### config.mk
export PLATFORM = sky130hd
export DESIGN_NAME = charge_enable_and_gate_sequencer
export DESIGN_NICKNAME = d
export VERILOG_FILES = /design/src/hw/charge_seq_pkg.sv /design/src/hw/charge_enable_and_gate_sequencer.sv
export VERILOG_INCLUDE_DIRS = /design/src /design/src/hw
export SDC_FILE = /design/constraint.sdc
export NUM_CORES = 1
export LEC_CHECK = 0
export BUFFER_PORTS_ARGS = -buffer_cell sky130_fd_sc_hd__buf_2
export CAP_MARGIN = 20
export CELL_PAD_IN_SITES_DETAIL_PLACEMENT = 2
export CELL_PAD_IN_SITES_GLOBAL_PLACEMENT = 2
export CORE_MARGIN = 5
export CORE_UTILIZATION = 34
export DETAILED_ROUTE_END_ITERATION = 10
export PLACE_DENSITY_LB_ADDON = 0.25
export SLEW_MARGIN = 0
export SYNTH_ARGS = -nofsm -noshare
export SYNTH_HDL_FRONTEND = slang
export SYNTH_SLANG_ARGS = --single-unit
export TNS_END_PERCENT = 30
### constraint.sdc
create_clock -name clk -period 2.7 [get_ports clk]
set_input_delay 0.27 -clock clk [delete_from_list [all_inputs] [get_ports clk]]
set_output_delay 0.27 -clock clk [all_outputs]
set_load 0.1 [all_outputs]
### src/hw/charge_seq_regs.svh
// Purpose: constants of the charge enable and gate sequencer
// Assumes: 25 MHz clock, word-aligned register offsets
// Notes:   times are kept as printed; cycle counts derive from them
`ifndef CHARGE_SEQ_REGS_SVH
`define CHARGE_SEQ_REGS_SVH

// ----------------------------------------------------------------
// register offsets
// ----------------------------------------------------------------
`define OFS_CTRL      8'h00
`define OFS_STATUS    8'h04
`define OFS_INT_STS   8'h08
`define OFS_INT_MASK  8'h0c

// ----------------------------------------------------------------
// field positions and reset values
// ----------------------------------------------------------------
`define CTRL_STOP_BIT    0
`define CTRL_FSEL_BIT    5
`define STS_UNREADY_BIT  0
`define STS_OFF_BIT      1
`define INT_READY_BIT    0
`define INT_ON_BIT       1
`define INT_OFF_BIT      2
`define INT_REFRESH_BIT  3
`define CTRL_STOP_RST    1'b1
`define CTRL_FSEL_RST    1'b0
`define INT_MASK_RST     4'h0
`define STS_UNREADY_RST  1'b1
`define STS_OFF_RST      1'b1

// ----------------------------------------------------------------
// timing
// ----------------------------------------------------------------
`define CLK_HZ        25000000
`define CLK_NS        40
`define FS_LO_HZ      300000
`define FS_HI_HZ      500000
`define PER_LO_CYC    (`CLK_HZ / `FS_LO_HZ)
`define PER_HI_CYC    (`CLK_HZ / `FS_HI_HZ)
`define PULSE_NS      80
`define PULSE_CYC     ((`PULSE_NS + `CLK_NS - 1) / `CLK_NS)
`define DEAD_NS       40
`define DEAD_CYC      ((`DEAD_NS + `CLK_NS - 1) / `CLK_NS)
`define QUAL_MS       500
`define QUAL_CYC      (`QUAL_MS * (`CLK_HZ / 1000))
`define BOOT_LOW_MAX  3

`endif

### src/hw/charge_seq_pkg.sv
// Purpose: types of the charge enable and gate sequencer
// Assumes: constants live in charge_seq_regs.svh
// Notes:   carriers for the register port, sense inputs and gates
package charge_seq_pkg;

	// register port request from the host
	typedef struct packed {
		logic [7:0]  addr;
		logic [31:0] wdata;
		logic        wr;
		logic        rd;
	} regReq_t;

	// analog comparator and supervisor results, all active high
	typedef struct packed {
		logic adapterPresent;
		logic gateRegGood;
		logic auxRegGood;
		logic dieOverTemp;
		logic overCurrent;
		logic packTempOk;
		logic bootLow;
		logic aboveSync;
	} senseIn_t;

	// gate commands to the external drivers
	typedef struct packed {
		logic highSide;
		logic lowSide;
	} gateCmd_t;

	typedef enum logic [2:0] {
		sIdle  = 3'b000,
		sHigh  = 3'b001,
		sDeadA = 3'b010,
		sLow   = 3'b011,
		sDeadB = 3'b100
	} gateState_t;

endpackage : charge_seq_pkg

### src/hw/charge_enable_and_gate_sequencer.sv
// Purpose: qualifies charging and sequences the buck gate commands
// Assumes: sense inputs are synchronous to clk; duty is in 1/256 steps
// Notes:   duty 8'hff means full duty, with a bootstrap refresh only when the bootstrap sense stays low
`timescale 1ns/100ps
`include "charge_seq_regs.svh"

module charge_enable_and_gate_sequencer #(
	parameter int QUAL_CYCLES = `QUAL_CYC
) (
	input  wire logic                      clk,
	input  wire logic                      rst_b,
	input  wire charge_seq_pkg::regReq_t   regReq,
	output      logic [31:0]               rdata,
	input  wire logic                      chargeAllowPin_b,
	input  wire charge_seq_pkg::senseIn_t  sense,
	input  wire logic [7:0]                duty,
	output      charge_seq_pkg::gateCmd_t  gates,
	output      logic                      irq
);
	import charge_seq_pkg::*;

	// ----------------------------------------------------------------
	// elaboration checks
	// ----------------------------------------------------------------
	generate
		if (QUAL_CYCLES < 1 || QUAL_CYCLES > 16777215) begin : badQual
			$error("QUAL_CYCLES outside the 24-bit counter range");
		end
	endgenerate

	localparam logic [6:0] PER_LO = 7'(`PER_LO_CYC);
	localparam logic [6:0] PER_HI = 7'(`PER_HI_CYC);
	localparam logic [1:0] PULSE  = 2'(`PULSE_CYC);
	localparam logic [1:0] DEAD   = 2'(`DEAD_CYC);
	localparam logic [23:0] QUAL  = 24'(QUAL_CYCLES);

	// ----------------------------------------------------------------
	// reset release
	// ----------------------------------------------------------------
	logic rstMeta_q;
	logic rstSync_q;

	// release is synchronised so all flops leave reset on one edge
	always_ff @(posedge clk or negedge rst_b) begin
		if (!rst_b) begin
			rstMeta_q <= 1'b0;
			rstSync_q <= 1'b0;
		end else begin
			rstMeta_q <= 1'b1;
			rstSync_q <= rstMeta_q;
		end
	end

	// ----------------------------------------------------------------
	// declarations
	// ----------------------------------------------------------------
	logic        ctrlStop_q;
	logic        ctrlFsel_q;
	logic [3:0]  intSts_q;
	logic [3:0]  intMask_q;
	logic [23:0] qualCnt_q;
	logic        qualDone_q;
	logic        stsUnready_q;
	logic        stsOff_q;
	logic        unready;
	logic        run;
	logic [6:0]  period;
	logic [6:0]  cnt_q;
	logic [6:0]  cntNext;
	logic        wrap;
	logic [14:0] prod;
	logic [6:0]  onCycles;
	logic        fullDuty;
	logic        zeroDuty;
	logic [1:0]  bootCnt_q;
	logic        refreshReq_q;
	logic        refreshing_q;
	logic        pulseMode_q;
	logic [1:0]  tmr_q;
	gateState_t  state_q;
	gateState_t  state_d;
	logic        regHit;
	logic [3:0]  intSet;
	logic [31:0] rdMux;

	// ----------------------------------------------------------------
	// control registers
	// ----------------------------------------------------------------
	// stop bit comes up set so nothing switches before software agrees
	always_ff @(posedge clk or negedge rstSync_q) begin
		if (!rstSync_q) begin
			ctrlStop_q <= `CTRL_STOP_RST;
			ctrlFsel_q <= `CTRL_FSEL_RST;
			intMask_q  <= `INT_MASK_RST;
		end else if (regReq.wr) begin
			if (regReq.addr == `OFS_CTRL) begin
				ctrlStop_q <= regReq.wdata[`CTRL_STOP_BIT];
				ctrlFsel_q <= regReq.wdata[`CTRL_FSEL_BIT];
			end
			if (regReq.addr == `OFS_INT_MASK) begin
				intMask_q <= regReq.wdata[3:0];
			end
		end
	end

	// ----------------------------------------------------------------
	// adapter qualification
	// ----------------------------------------------------------------
	// timer restarts on any adapter drop so a bouncing plug never counts
	always_ff @(posedge clk or negedge rstSync_q) begin
		if (!rstSync_q) begin
			qualCnt_q  <= 24'h000000;
			qualDone_q <= 1'b0;
		end else if (!sense.adapterPresent) begin
			qualCnt_q  <= 24'h000000;
			qualDone_q <= 1'b0;
		end else if (!qualDone_q) begin
			if (qualCnt_q == QUAL - 24'h000001) begin
				qualDone_q <= 1'b1;
			end else begin
				qualCnt_q <= qualCnt_q + 24'h000001;
			end
		end
	end

	// readiness and the full set of enable terms
	assign unready = !sense.adapterPresent || !qualDone_q
		|| !sense.gateRegGood || !sense.auxRegGood;
	assign run = !unready && !chargeAllowPin_b && !ctrlStop_q
		&& !sense.dieOverTemp && !sense.overCurrent
		&& sense.packTempOk;

	// status flags shown to software
	always_ff @(posedge clk or negedge rstSync_q) begin
		if (!rstSync_q) begin
			stsUnready_q <= `STS_UNREADY_RST;
			stsOff_q     <= `STS_OFF_RST;
		end else begin
			stsUnready_q <= unready;
			stsOff_q     <= !run;
		end
	end

	// ----------------------------------------------------------------
	// switching period
	// ----------------------------------------------------------------
	assign period  = ctrlFsel_q ? PER_HI : PER_LO;
	assign wrap    = (cnt_q >= period - 7'd1);
	assign cntNext = wrap ? 7'd0 : cnt_q + 7'd1;

	// free-running phase; a frequency change takes effect at once
	always_ff @(posedge clk or negedge rstSync_q) begin
		if (!rstSync_q) begin
			cnt_q <= 7'd0;
		end else begin
			cnt_q <= cntNext;
		end
	end

	// high-side on time from the requested duty
	assign prod     = 15'(duty * period);
	assign fullDuty = (duty == 8'hff);
	assign zeroDuty = (duty == 8'h00);
	assign onCycles = fullDuty ? period : prod[14:8];

	// ----------------------------------------------------------------
	// bootstrap watch
	// ----------------------------------------------------------------
	// counts whole cycles with the high side held and the bootstrap low
	always_ff @(posedge clk or negedge rstSync_q) begin
		if (!rstSync_q) begin
			bootCnt_q    <= 2'd0;
			refreshReq_q <= 1'b0;
		end else if (state_q == sDeadA || !sense.bootLow) begin
			bootCnt_q    <= 2'd0;
			refreshReq_q <= 1'b0;
		end else if (wrap && state_q == sHigh) begin
			if (bootCnt_q == 2'(`BOOT_LOW_MAX)) begin
				refreshReq_q <= 1'b1;
			end else begin
				bootCnt_q <= bootCnt_q + 2'd1;
			end
		end
	end

	// ----------------------------------------------------------------
	// gate state machine
	// ----------------------------------------------------------------
	// losing any enable term drops both gates on the next edge
	always_comb begin
		state_d = state_q;
		case (state_q)
			sIdle: begin
				if (wrap && !zeroDuty) begin
					state_d = sHigh;
				end
			end
			sHigh: begin
				if (refreshReq_q) begin
					state_d = sDeadA;
				end else if (!fullDuty && cntNext >= onCycles) begin
					state_d = sDeadA;
				end
			end
			sDeadA: begin
				if (tmr_q == 2'd0) begin
					state_d = sLow;
				end
			end
			sLow: begin
				if (pulseMode_q) begin
					if (tmr_q == 2'd0) begin
						state_d = refreshing_q ? sDeadB : sIdle;
					end
				end else if (wrap) begin
					state_d = zeroDuty ? sIdle : sDeadB;
				end
			end
			sDeadB: begin
				if (tmr_q == 2'd0) begin
					state_d = zeroDuty ? sIdle : sHigh;
				end
			end
			default: begin
				state_d = sIdle;
			end
		endcase
		if (!run) begin
			state_d = sIdle;
		end
	end

	// state, dead and pulse timer, and the mode picked at high-side off
	always_ff @(posedge clk or negedge rstSync_q) begin
		if (!rstSync_q) begin
			state_q      <= sIdle;
			tmr_q        <= 2'd0;
			pulseMode_q  <= 1'b0;
			refreshing_q <= 1'b0;
		end else begin
			state_q <= state_d;
			if (state_d != state_q) begin
				case (state_d)
					sDeadA: tmr_q  <= DEAD - 2'd1;
					sDeadB: tmr_q  <= DEAD - 2'd1;
					sLow:   tmr_q  <= PULSE - 2'd1;
					default: tmr_q <= 2'd0;
				endcase
			end else if (tmr_q != 2'd0) begin
				tmr_q <= tmr_q - 2'd1;
			end
			if (state_q == sHigh && state_d == sDeadA) begin
				refreshing_q <= refreshReq_q;
				pulseMode_q  <= refreshReq_q || !sense.aboveSync;
			end
		end
	end

	// gates straight from flops; only one state drives each side
	always_ff @(posedge clk or negedge rstSync_q) begin
		if (!rstSync_q) begin
			gates <= '0;
		end else begin
			gates.highSide <= (state_d == sHigh);
			gates.lowSide  <= (state_d == sLow);
		end
	end

	// ----------------------------------------------------------------
	// interrupts
	// ----------------------------------------------------------------
	// events: became ready, turned on, turned off, bootstrap refresh
	assign intSet[`INT_READY_BIT]   = stsUnready_q && !unready;
	assign intSet[`INT_ON_BIT]      = stsOff_q && run;
	assign intSet[`INT_OFF_BIT]     = !stsOff_q && !run;
	assign intSet[`INT_REFRESH_BIT] = state_q == sHigh && refreshReq_q
		&& run;

	// a set in the clearing cycle wins so no event is lost
	always_ff @(posedge clk or negedge rstSync_q) begin
		if (!rstSync_q) begin
			intSts_q <= 4'h0;
			irq      <= 1'b0;
		end else begin
			if (regReq.wr && regReq.addr == `OFS_INT_STS) begin
				intSts_q <= (intSts_q & ~regReq.wdata[3:0]) | intSet;
			end else begin
				intSts_q <= intSts_q | intSet;
			end
			irq <= |((intSts_q | intSet) & intMask_q);
		end
	end

	// ----------------------------------------------------------------
	// register read port
	// ----------------------------------------------------------------
	assign regHit = regReq.rd;

	// unmapped offsets read as zero
	always_comb begin
		rdMux = 32'h00000000;
		case (regReq.addr)
			`OFS_CTRL: begin
				rdMux[`CTRL_STOP_BIT] = ctrlStop_q;
				rdMux[`CTRL_FSEL_BIT] = ctrlFsel_q;
			end
			`OFS_STATUS: begin
				rdMux[`STS_UNREADY_BIT] = stsUnready_q;
				rdMux[`STS_OFF_BIT]     = stsOff_q;
			end
			`OFS_INT_STS:  rdMux[3:0] = intSts_q;
			`OFS_INT_MASK: rdMux[3:0] = intMask_q;
			default:       rdMux = 32'h00000000;
		endcase
	end

	// read data stand only in the cycle after the strobe
	always_ff @(posedge clk or negedge rstSync_q) begin
		if (!rstSync_q) begin
			rdata <= 32'h00000000;
		end else begin
			rdata <= regHit ? rdMux : 32'h00000000;
		end
	end

	// ----------------------------------------------------------------
	// checks
	// ----------------------------------------------------------------
	qual_done_a: assert property (@(posedge clk) disable iff (!rstSync_q)
		$rose(qualDone_q) |-> $past(qualCnt_q) == QUAL - 24'h000001
		&& $past(sense.adapterPresent))
		else $error("qualification ended early");

	adapter_drop_a: assert property (@(posedge clk) disable iff (!rstSync_q)
		!sense.adapterPresent |=> !qualDone_q && qualCnt_q == 24'h000000)
		else $error("adapter drop did not restart timer");

	stop_bit_a: assert property (@(posedge clk) disable iff (!rstSync_q)
		ctrlStop_q |=> !gates.highSide && !gates.lowSide)
		else $error("gate active with stop bit set");

	enable_cause_a: assert property (@(posedge clk) disable iff (!rstSync_q)
		$rose(gates.highSide) |-> $past(run) && !$past(unready)
		&& !$past(sense.dieOverTemp))
		else $error("high side on without enable");

	unready_flag_a: assert property (@(posedge clk) disable iff (!rstSync_q)
		(!sense.gateRegGood || !sense.auxRegGood) |=> stsUnready_q)
		else $error("unready flag not set");

	off_flag_a: assert property (@(posedge clk) disable iff (!rstSync_q)
		gates.highSide |-> !stsOff_q)
		else $error("off flag set while switching");

	no_overlap_a: assert property (@(posedge clk) disable iff (!rstSync_q)
		!(gates.highSide && gates.lowSide) and
		($fell(gates.highSide) |-> !gates.lowSide))
		else $error("gates overlap without dead time");

	recharge_pulse_a: assert property (@(posedge clk)
		disable iff (!rstSync_q)
		($rose(gates.lowSide) && pulseMode_q && run) |->
		gates.lowSide ##1 gates.lowSide ##1 !gates.lowSide)
		else $error("recharge pulse not two cycles");

	zero_duty_a: assert property (@(posedge clk) disable iff (!rstSync_q)
		(state_q == sIdle && zeroDuty) |=> !gates.highSide)
		else $error("switch on at zero duty");

	period_a: assert property (@(posedge clk) disable iff (!rstSync_q)
		!ctrlFsel_q |=> cnt_q == (($past(cnt_q) == 7'd82) ? 7'd0
		: $past(cnt_q) + 7'd1))
		else $error("low frequency period wrong");

	refresh_a: assert property (@(posedge clk) disable iff (!rstSync_q)
		(state_q == sHigh && refreshReq_q && run) |=> state_q == sDeadA
		##1 (state_q == sLow || !$past(run)))
		else $error("bootstrap refresh not issued");

endmodule : charge_enable_and_gate_sequencer

== Yosys cells after proc, flatten, opt, wreduce, memory -nomap -nowiden ==
Cells that the tools add are included.

* Multiply operators: 1
* Mux-type cells: 37
* Equal/unequal tests: 17
* Order comparisons: 2
* Div/mod/pow operators: 0
* $add $sub $neg: 5
* Bitwise gates (word level): 5
* Reduce and logical (&&, ||, !) cells: 49
* Shift operators: 0

{| class="wikitable"
|+ Operators with widths
! operator !! count
|-
| $mux 24 || 3
|-
| $mux 3 || 11
|-
| $add 24x1->24 const B || 1
|-
| $eq 24x24->1 const B || 1
|-
| $mux 7 || 3
|-
| $eq 8x4->1 const B || 2
|-
| $logic_not 8->1 || 2
|-
| $logic_and 1x1->1 || 15
|-
| $logic_not 1->1 || 15
|-
| $mul 8x7->15 || 1
|-
| $pmux 3 s5 || 1
|-
| $ge 7x7->1 || 2
|-
| $eq 3x2->1 const B || 4
|-
| $mux 2 || 5
|-
| $reduce_and 2->1 || 5
|-
| $mux 1 || 9
|-
| $and 4x4->4 || 2
|-
| $eq 8x3->1 const B || 1
|-
| $eq 8x8->1 const B || 1
|-
| $or 4x4->4 || 2
|-
| $reduce_bool 2->1 || 4
|-
| $add 7x1->7 const B || 1
|-
| $sub 7x1->7 const B || 1
|-
| $eq 3x1->1 const B || 2
|-
| other kinds (16) || 22
|}

* Memories kept: 0
* Bits in latches: 0
* Output and inout bits: 35
* Memory bits (read-only): 0
* Bits in registers: 65
* RAM bits: 0

== Depth between registers and ports, before layout ==
* Depth after elaboration: 15
* Mapped depth: 25
* Gate-level depth less buffers: 23

== Least setup slack after synthesis ==
No wires, ideal clock.

* Path kind: reg2reg
* From: register ctrlFsel_q
* To: register refreshing_q
* Data required time: 2.575 ns
* Clock period less this slack: 6.161 ns
* Cell stages (with the launch flop): 25
* Slack: -3.461 ns
* Arrival: 6.036 ns
* Buffers on the path: 1
* Cells stage by stage: dfrtp_1 > clkbuf_1 > mux2_2 > ha_1 > inv_1 > fa_1 > inv_1 > ha_1 > fa_1 > ha_1 > nor3_1 > o41ai_1 > o311ai_0 > o21ai_0 > o31a_1 > xnor2_1 > mux2i_1 > ha_1 > and3_1 > a221o_1 > a211oi_1 > nor3_1 > o21ai_0 > nor3_1 > mux2_2

* Cells in the longest elaborated chain, start to end: 12

{| class="wikitable"
|+ Ends and longest elaborated chain
! what !! line !! source
|-
| start, declared || charge_enable_and_gate_sequencer.sv:58 || <nowiki>logic ctrlFsel_q;</nowiki>
|-
| start signal, assigned || charge_enable_and_gate_sequencer.sv:93 || <nowiki>ctrlFsel_q <= `CTRL_FSEL_RST;</nowiki>
|-
| start signal, assigned || charge_enable_and_gate_sequencer.sv:98 || <nowiki>ctrlFsel_q <= regReq.wdata[`CTRL_FSEL_BIT];</nowiki>
|-
| $mux 7 * || charge_enable_and_gate_sequencer.sv:147 || <nowiki>assign period = ctrlFsel_q ? PER_HI : PER_LO;</nowiki>
|-
| branches (longest 7 deep; another with $mul 8x7->15) || -- ||
|-
| $pmux 3 s5 * || charge_enable_and_gate_sequencer.sv:192 || <nowiki>case (state_q)</nowiki>
|-
| $mux 3 * || charge_enable_and_gate_sequencer.sv:228 || <nowiki>if (!run) begin</nowiki>
|-
| $eq 3x2->1 * || charge_enable_and_gate_sequencer.sv:252 || <nowiki>if (state_q == sHigh && state_d == sDeadA) begin</nowiki>
|-
| $logic_and 1x1->1 * || charge_enable_and_gate_sequencer.sv:252 ||
|-
| end signal, assigned || charge_enable_and_gate_sequencer.sv:253 || <nowiki>refreshing_q <= refreshReq_q;</nowiki>
|-
| end, declared || charge_enable_and_gate_sequencer.sv:77 || <nowiki>logic refreshing_q;</nowiki>
|}

Mark *: on every way between the ends.
A chain may end at the register's enable or synchronous reset.

== Worst setup path in the final report ==
Ends and elaborated chain as after synthesis.

==> results.txt <==
Outcome: complete, but fails checks
Failing checks: negative setup slack
Pre-Repair DR Iteration Count: 4
Worst slack at placement: -2.90 ns
Crit. End Element: flip-flop
Num rows: 42
Reg2reg path depth: 25
Overflow after GRT: 0
WL final: 14.0 mm
Flop2flop setup slack: -2.97 ns
Post-synth top flop: dfrtp_1
Dpl cell area: 0.00545 mm2
Mapped Cells: 486
Critical Path RT: 2.91 ns
Clk Latency, worst-skew pair: 0.33 ns
Top Ports: 96
Final non-filler cell area: 0.00591 mm2
Vias in the first global route: 4437
FF+latch count, synth: 64
EDFF count, synth: 0
Core footprint: 0.0133 mm2
Yosys cell types: 59
Most frequent cells in the layout: buf_4 (63), dfrtp_1 (59), ha_1 (52), buf_2 (41), nor2_1 (38)
FILL cells: 1495
Clk pin slew, worst setup/hold paths: 0.06 ns
Die Y: 127 um
Routed len/inst: 18.3 um
Sequential fraction of the synthesis area: 0.345
Sink of the worst hold path: intMask_q[1]
Setup_tns: -23.03 ns
Overall die width: 127 um
Sequential Power Share: 0.280
Psw: 1.37 mW
Register area: 0.00161 mm2
Power Total: 3.85 mW
Vias/cell: 5.02
Total CTS buffers: 9
Layout Cells excl Fill: 765
Syn avg cell area: 9.58 um2
CTS sink cnt: 64
Leakage: 2.97 nW
Setup Skew: 0.00777 ns
Mapped cell area: 0.00465 mm2
Layout cells sized above 1: 0.287
Min-delay worst type: in -> reg
Diodes inserted: 0
Worst vdd ir: 0.000222 V
Fin crit share: 2.10
DR iter-0 viols: 143
FMAX: 0.176 GHz
RR Endpoint: refreshing_q
Unrepaired setup endpoints after global routing: yes
Total Routing Usage GR: 0.177
Max-cap viol count: 0
Hold Vio Cnt, Final: 0
Max-slew violations: 0
Layout area overhead: 27.0%
Routed Antenna Nets: 0
Logic gate share of total power: 0.401
Worst-margin pin slew: 0.769 ns
Internal power: 2.48 mW
Reg-to-Reg Start: ctrlFsel_q
PortBufs: 41
Final Util: 0.443
Area occupied by multi-input gates: 0.00297 mm2
CTS tree: done
Dpl hpwl: 10.6 mm
Die area: 0.0161 mm2
Hold path startpoint: regReq[3]
Placed Cells: 745
Ys Warns: 0
Global-route wire length before repair: 22.8 mm
Initial Util: 0.349
Largest net degree at the start of global routing: 34
Clock power frac: 0.319
Clock buffer depth: 2
Drt drc: 0
Root buffer cell: clkbuf_16
CTS H-tree lvls: 3
Worst-path fanout max: 4
Pwr Density: 652 mW/mm2
Initial antenna violation count: 1
Gpl congestion: 0.786
Routed via count: 3840
Min Tclk post-route: 5.67 ns
Critical Path Source Type: flip-flop
# nets final: 708
CP arrival: 5.88 ns
Most common cell after layout, fill and taps aside: buf_4
Hold depth: 2
Async S/R FF share, synth: 1.00
Max_slew headroom: 0.487
Hold WS: 0.213 ns
WS Path Type: reg -> reg
Final setup fails: 8
Sw Share: 0.355
Worst Slack Setup Final: -2.97 ns
## repair_timing
action | CTS | global route
hold buffers | 1 | 0
gates resized for setup | 11 | 12
buffers inserted | 3 | 0
pin swaps | 7 | 10
endpoints found under the setup margin | 12 | 17
endpoints found under the hold margin | 2 | 0
## worst max-delay path by stage
stage                               to  slack, ns        from
final                     refreshing_q      -2.97  ctrlFsel_q
after global routing      refreshing_q      -3.17  ctrlFsel_q
after CTS                 refreshing_q      -2.89  ctrlFsel_q
after detailed placement  refreshing_q      -2.90  ctrlFsel_q
after global placement    refreshing_q      -2.72  ctrlFsel_q
after floorplan           refreshing_q      -2.76  ctrlFsel_q
## synth_stat cells (9+ instances only)
master | number | area (um2)
buf_4 | 27 | 203
ha_1 | 58 | 726
a21oi_1 | 15 | 75.1
xor2_1 | 18 | 158
o21ai_0 | 14 | 70.1
mux2_2 | 9 | 101
nand2_1 | 27 | 101
xnor2_1 | 17 | 149
inv_1 | 25 | 93.8
nor2_1 | 38 | 143
clkbuf_1 | 15 | 56.3
nor3_1 | 11 | 55.1
nor2b_1 | 11 | 68.8
a21o_1 | 13 | 97.6
and2_1 | 19 | 119
nand3_1 | 19 | 95.1
dfrtp_1 | 61 | 1530
## power groups by stage
stage / clock [mW] / sequential [mW] / combinational, mW
global route: 1.31 / 1.09 / 1.73
finish: 1.23 / 1.08 / 1.54
floorplan: 0 / 1.10 / 0.922
CTS: 1.26 / 1.07 / 1.51
global placement: 0 / 1.08 / 1.34
detailed placement: 0 / 1.09 / 1.43
## flip-flops by register name (all words and copies together), names as in the netlist
register / cells
stsUnready_q: 1
refreshing_q: 1
rstSync_q: 1
cnt_q: 7
pulseMode_q: 1
irq: 1
qualDone_q: 1
state_q: 3
rdata: 5
gates: 2
rstMeta_q: 1
intSts_q: 4
tmr_q: 2
qualCnt_q: 24
refreshReq_q: 1
bootCnt_q: 2
intMask_q: 4
ctrlFsel_q: 1
ctrlStop_q: 1
stsOff_q: 1
## worst max-delay path: stages, from the launching register on
cell and delay [ns]:
dfrtp_2 0.44, mux2_4 0.32, ha_4 0.26, inv_2 0.03, fa_1 0.50, inv_2 0.05
ha_4 0.15, fa_1 0.54, ha_2 0.21, buf_4 0.12, nor2_1 0.04, a21oi_1 0.31
o311ai_4 0.18, o21ai_2 0.19, buf_4 0.15, a21oi_2 0.06, xnor2_1 0.14, mux2i_1 0.09
ha_1 0.29, a21o_1 0.19, a221o_1 0.38, a211oi_2 0.22, nor3_2 0.08, o21ai_2 0.23
nor3_2 0.08, mux2_2 0.29
## routing by layer
metal	vias up	track usage	wire, um
met4	0	0.0498	216
li1	1833	-	-
met1	1915	0.233	6340
met3	20	0.0296	516
met5	-	0	0
met2	72	0.299	6920
## area by class of cell
cell class / count / area share
sequential: 64 / 0.272
timing repair buffer: 106 / 0.118
tap: 176 / 0.0372
multi-input combinational: 378 / 0.503
inverter: 25 / 0.0163
clock buffer: 12 / 0.0451
clock inverter: 4 / 0.00868
## logic make-up (layout without fill, tap and decap cells)
family | Yosys count | in the layout | synth area share
muxes | 17 | 17 | 0.0417
adders and majority gates | 63 | 63 | 0.177
xor gates and xnor gates | 35 | 35 | 0.0659
AOI/OAI and AO/OA | 68 | 68 | 0.101
and+or+nand+nor | 167 | 167 | 0.188
DFF | 64 | 64 | 0.345
buffers and inverters | 70 | 147 | 0.0801
other | 2 | 28 | 0.00161
(Power assumes the default switching activity.)
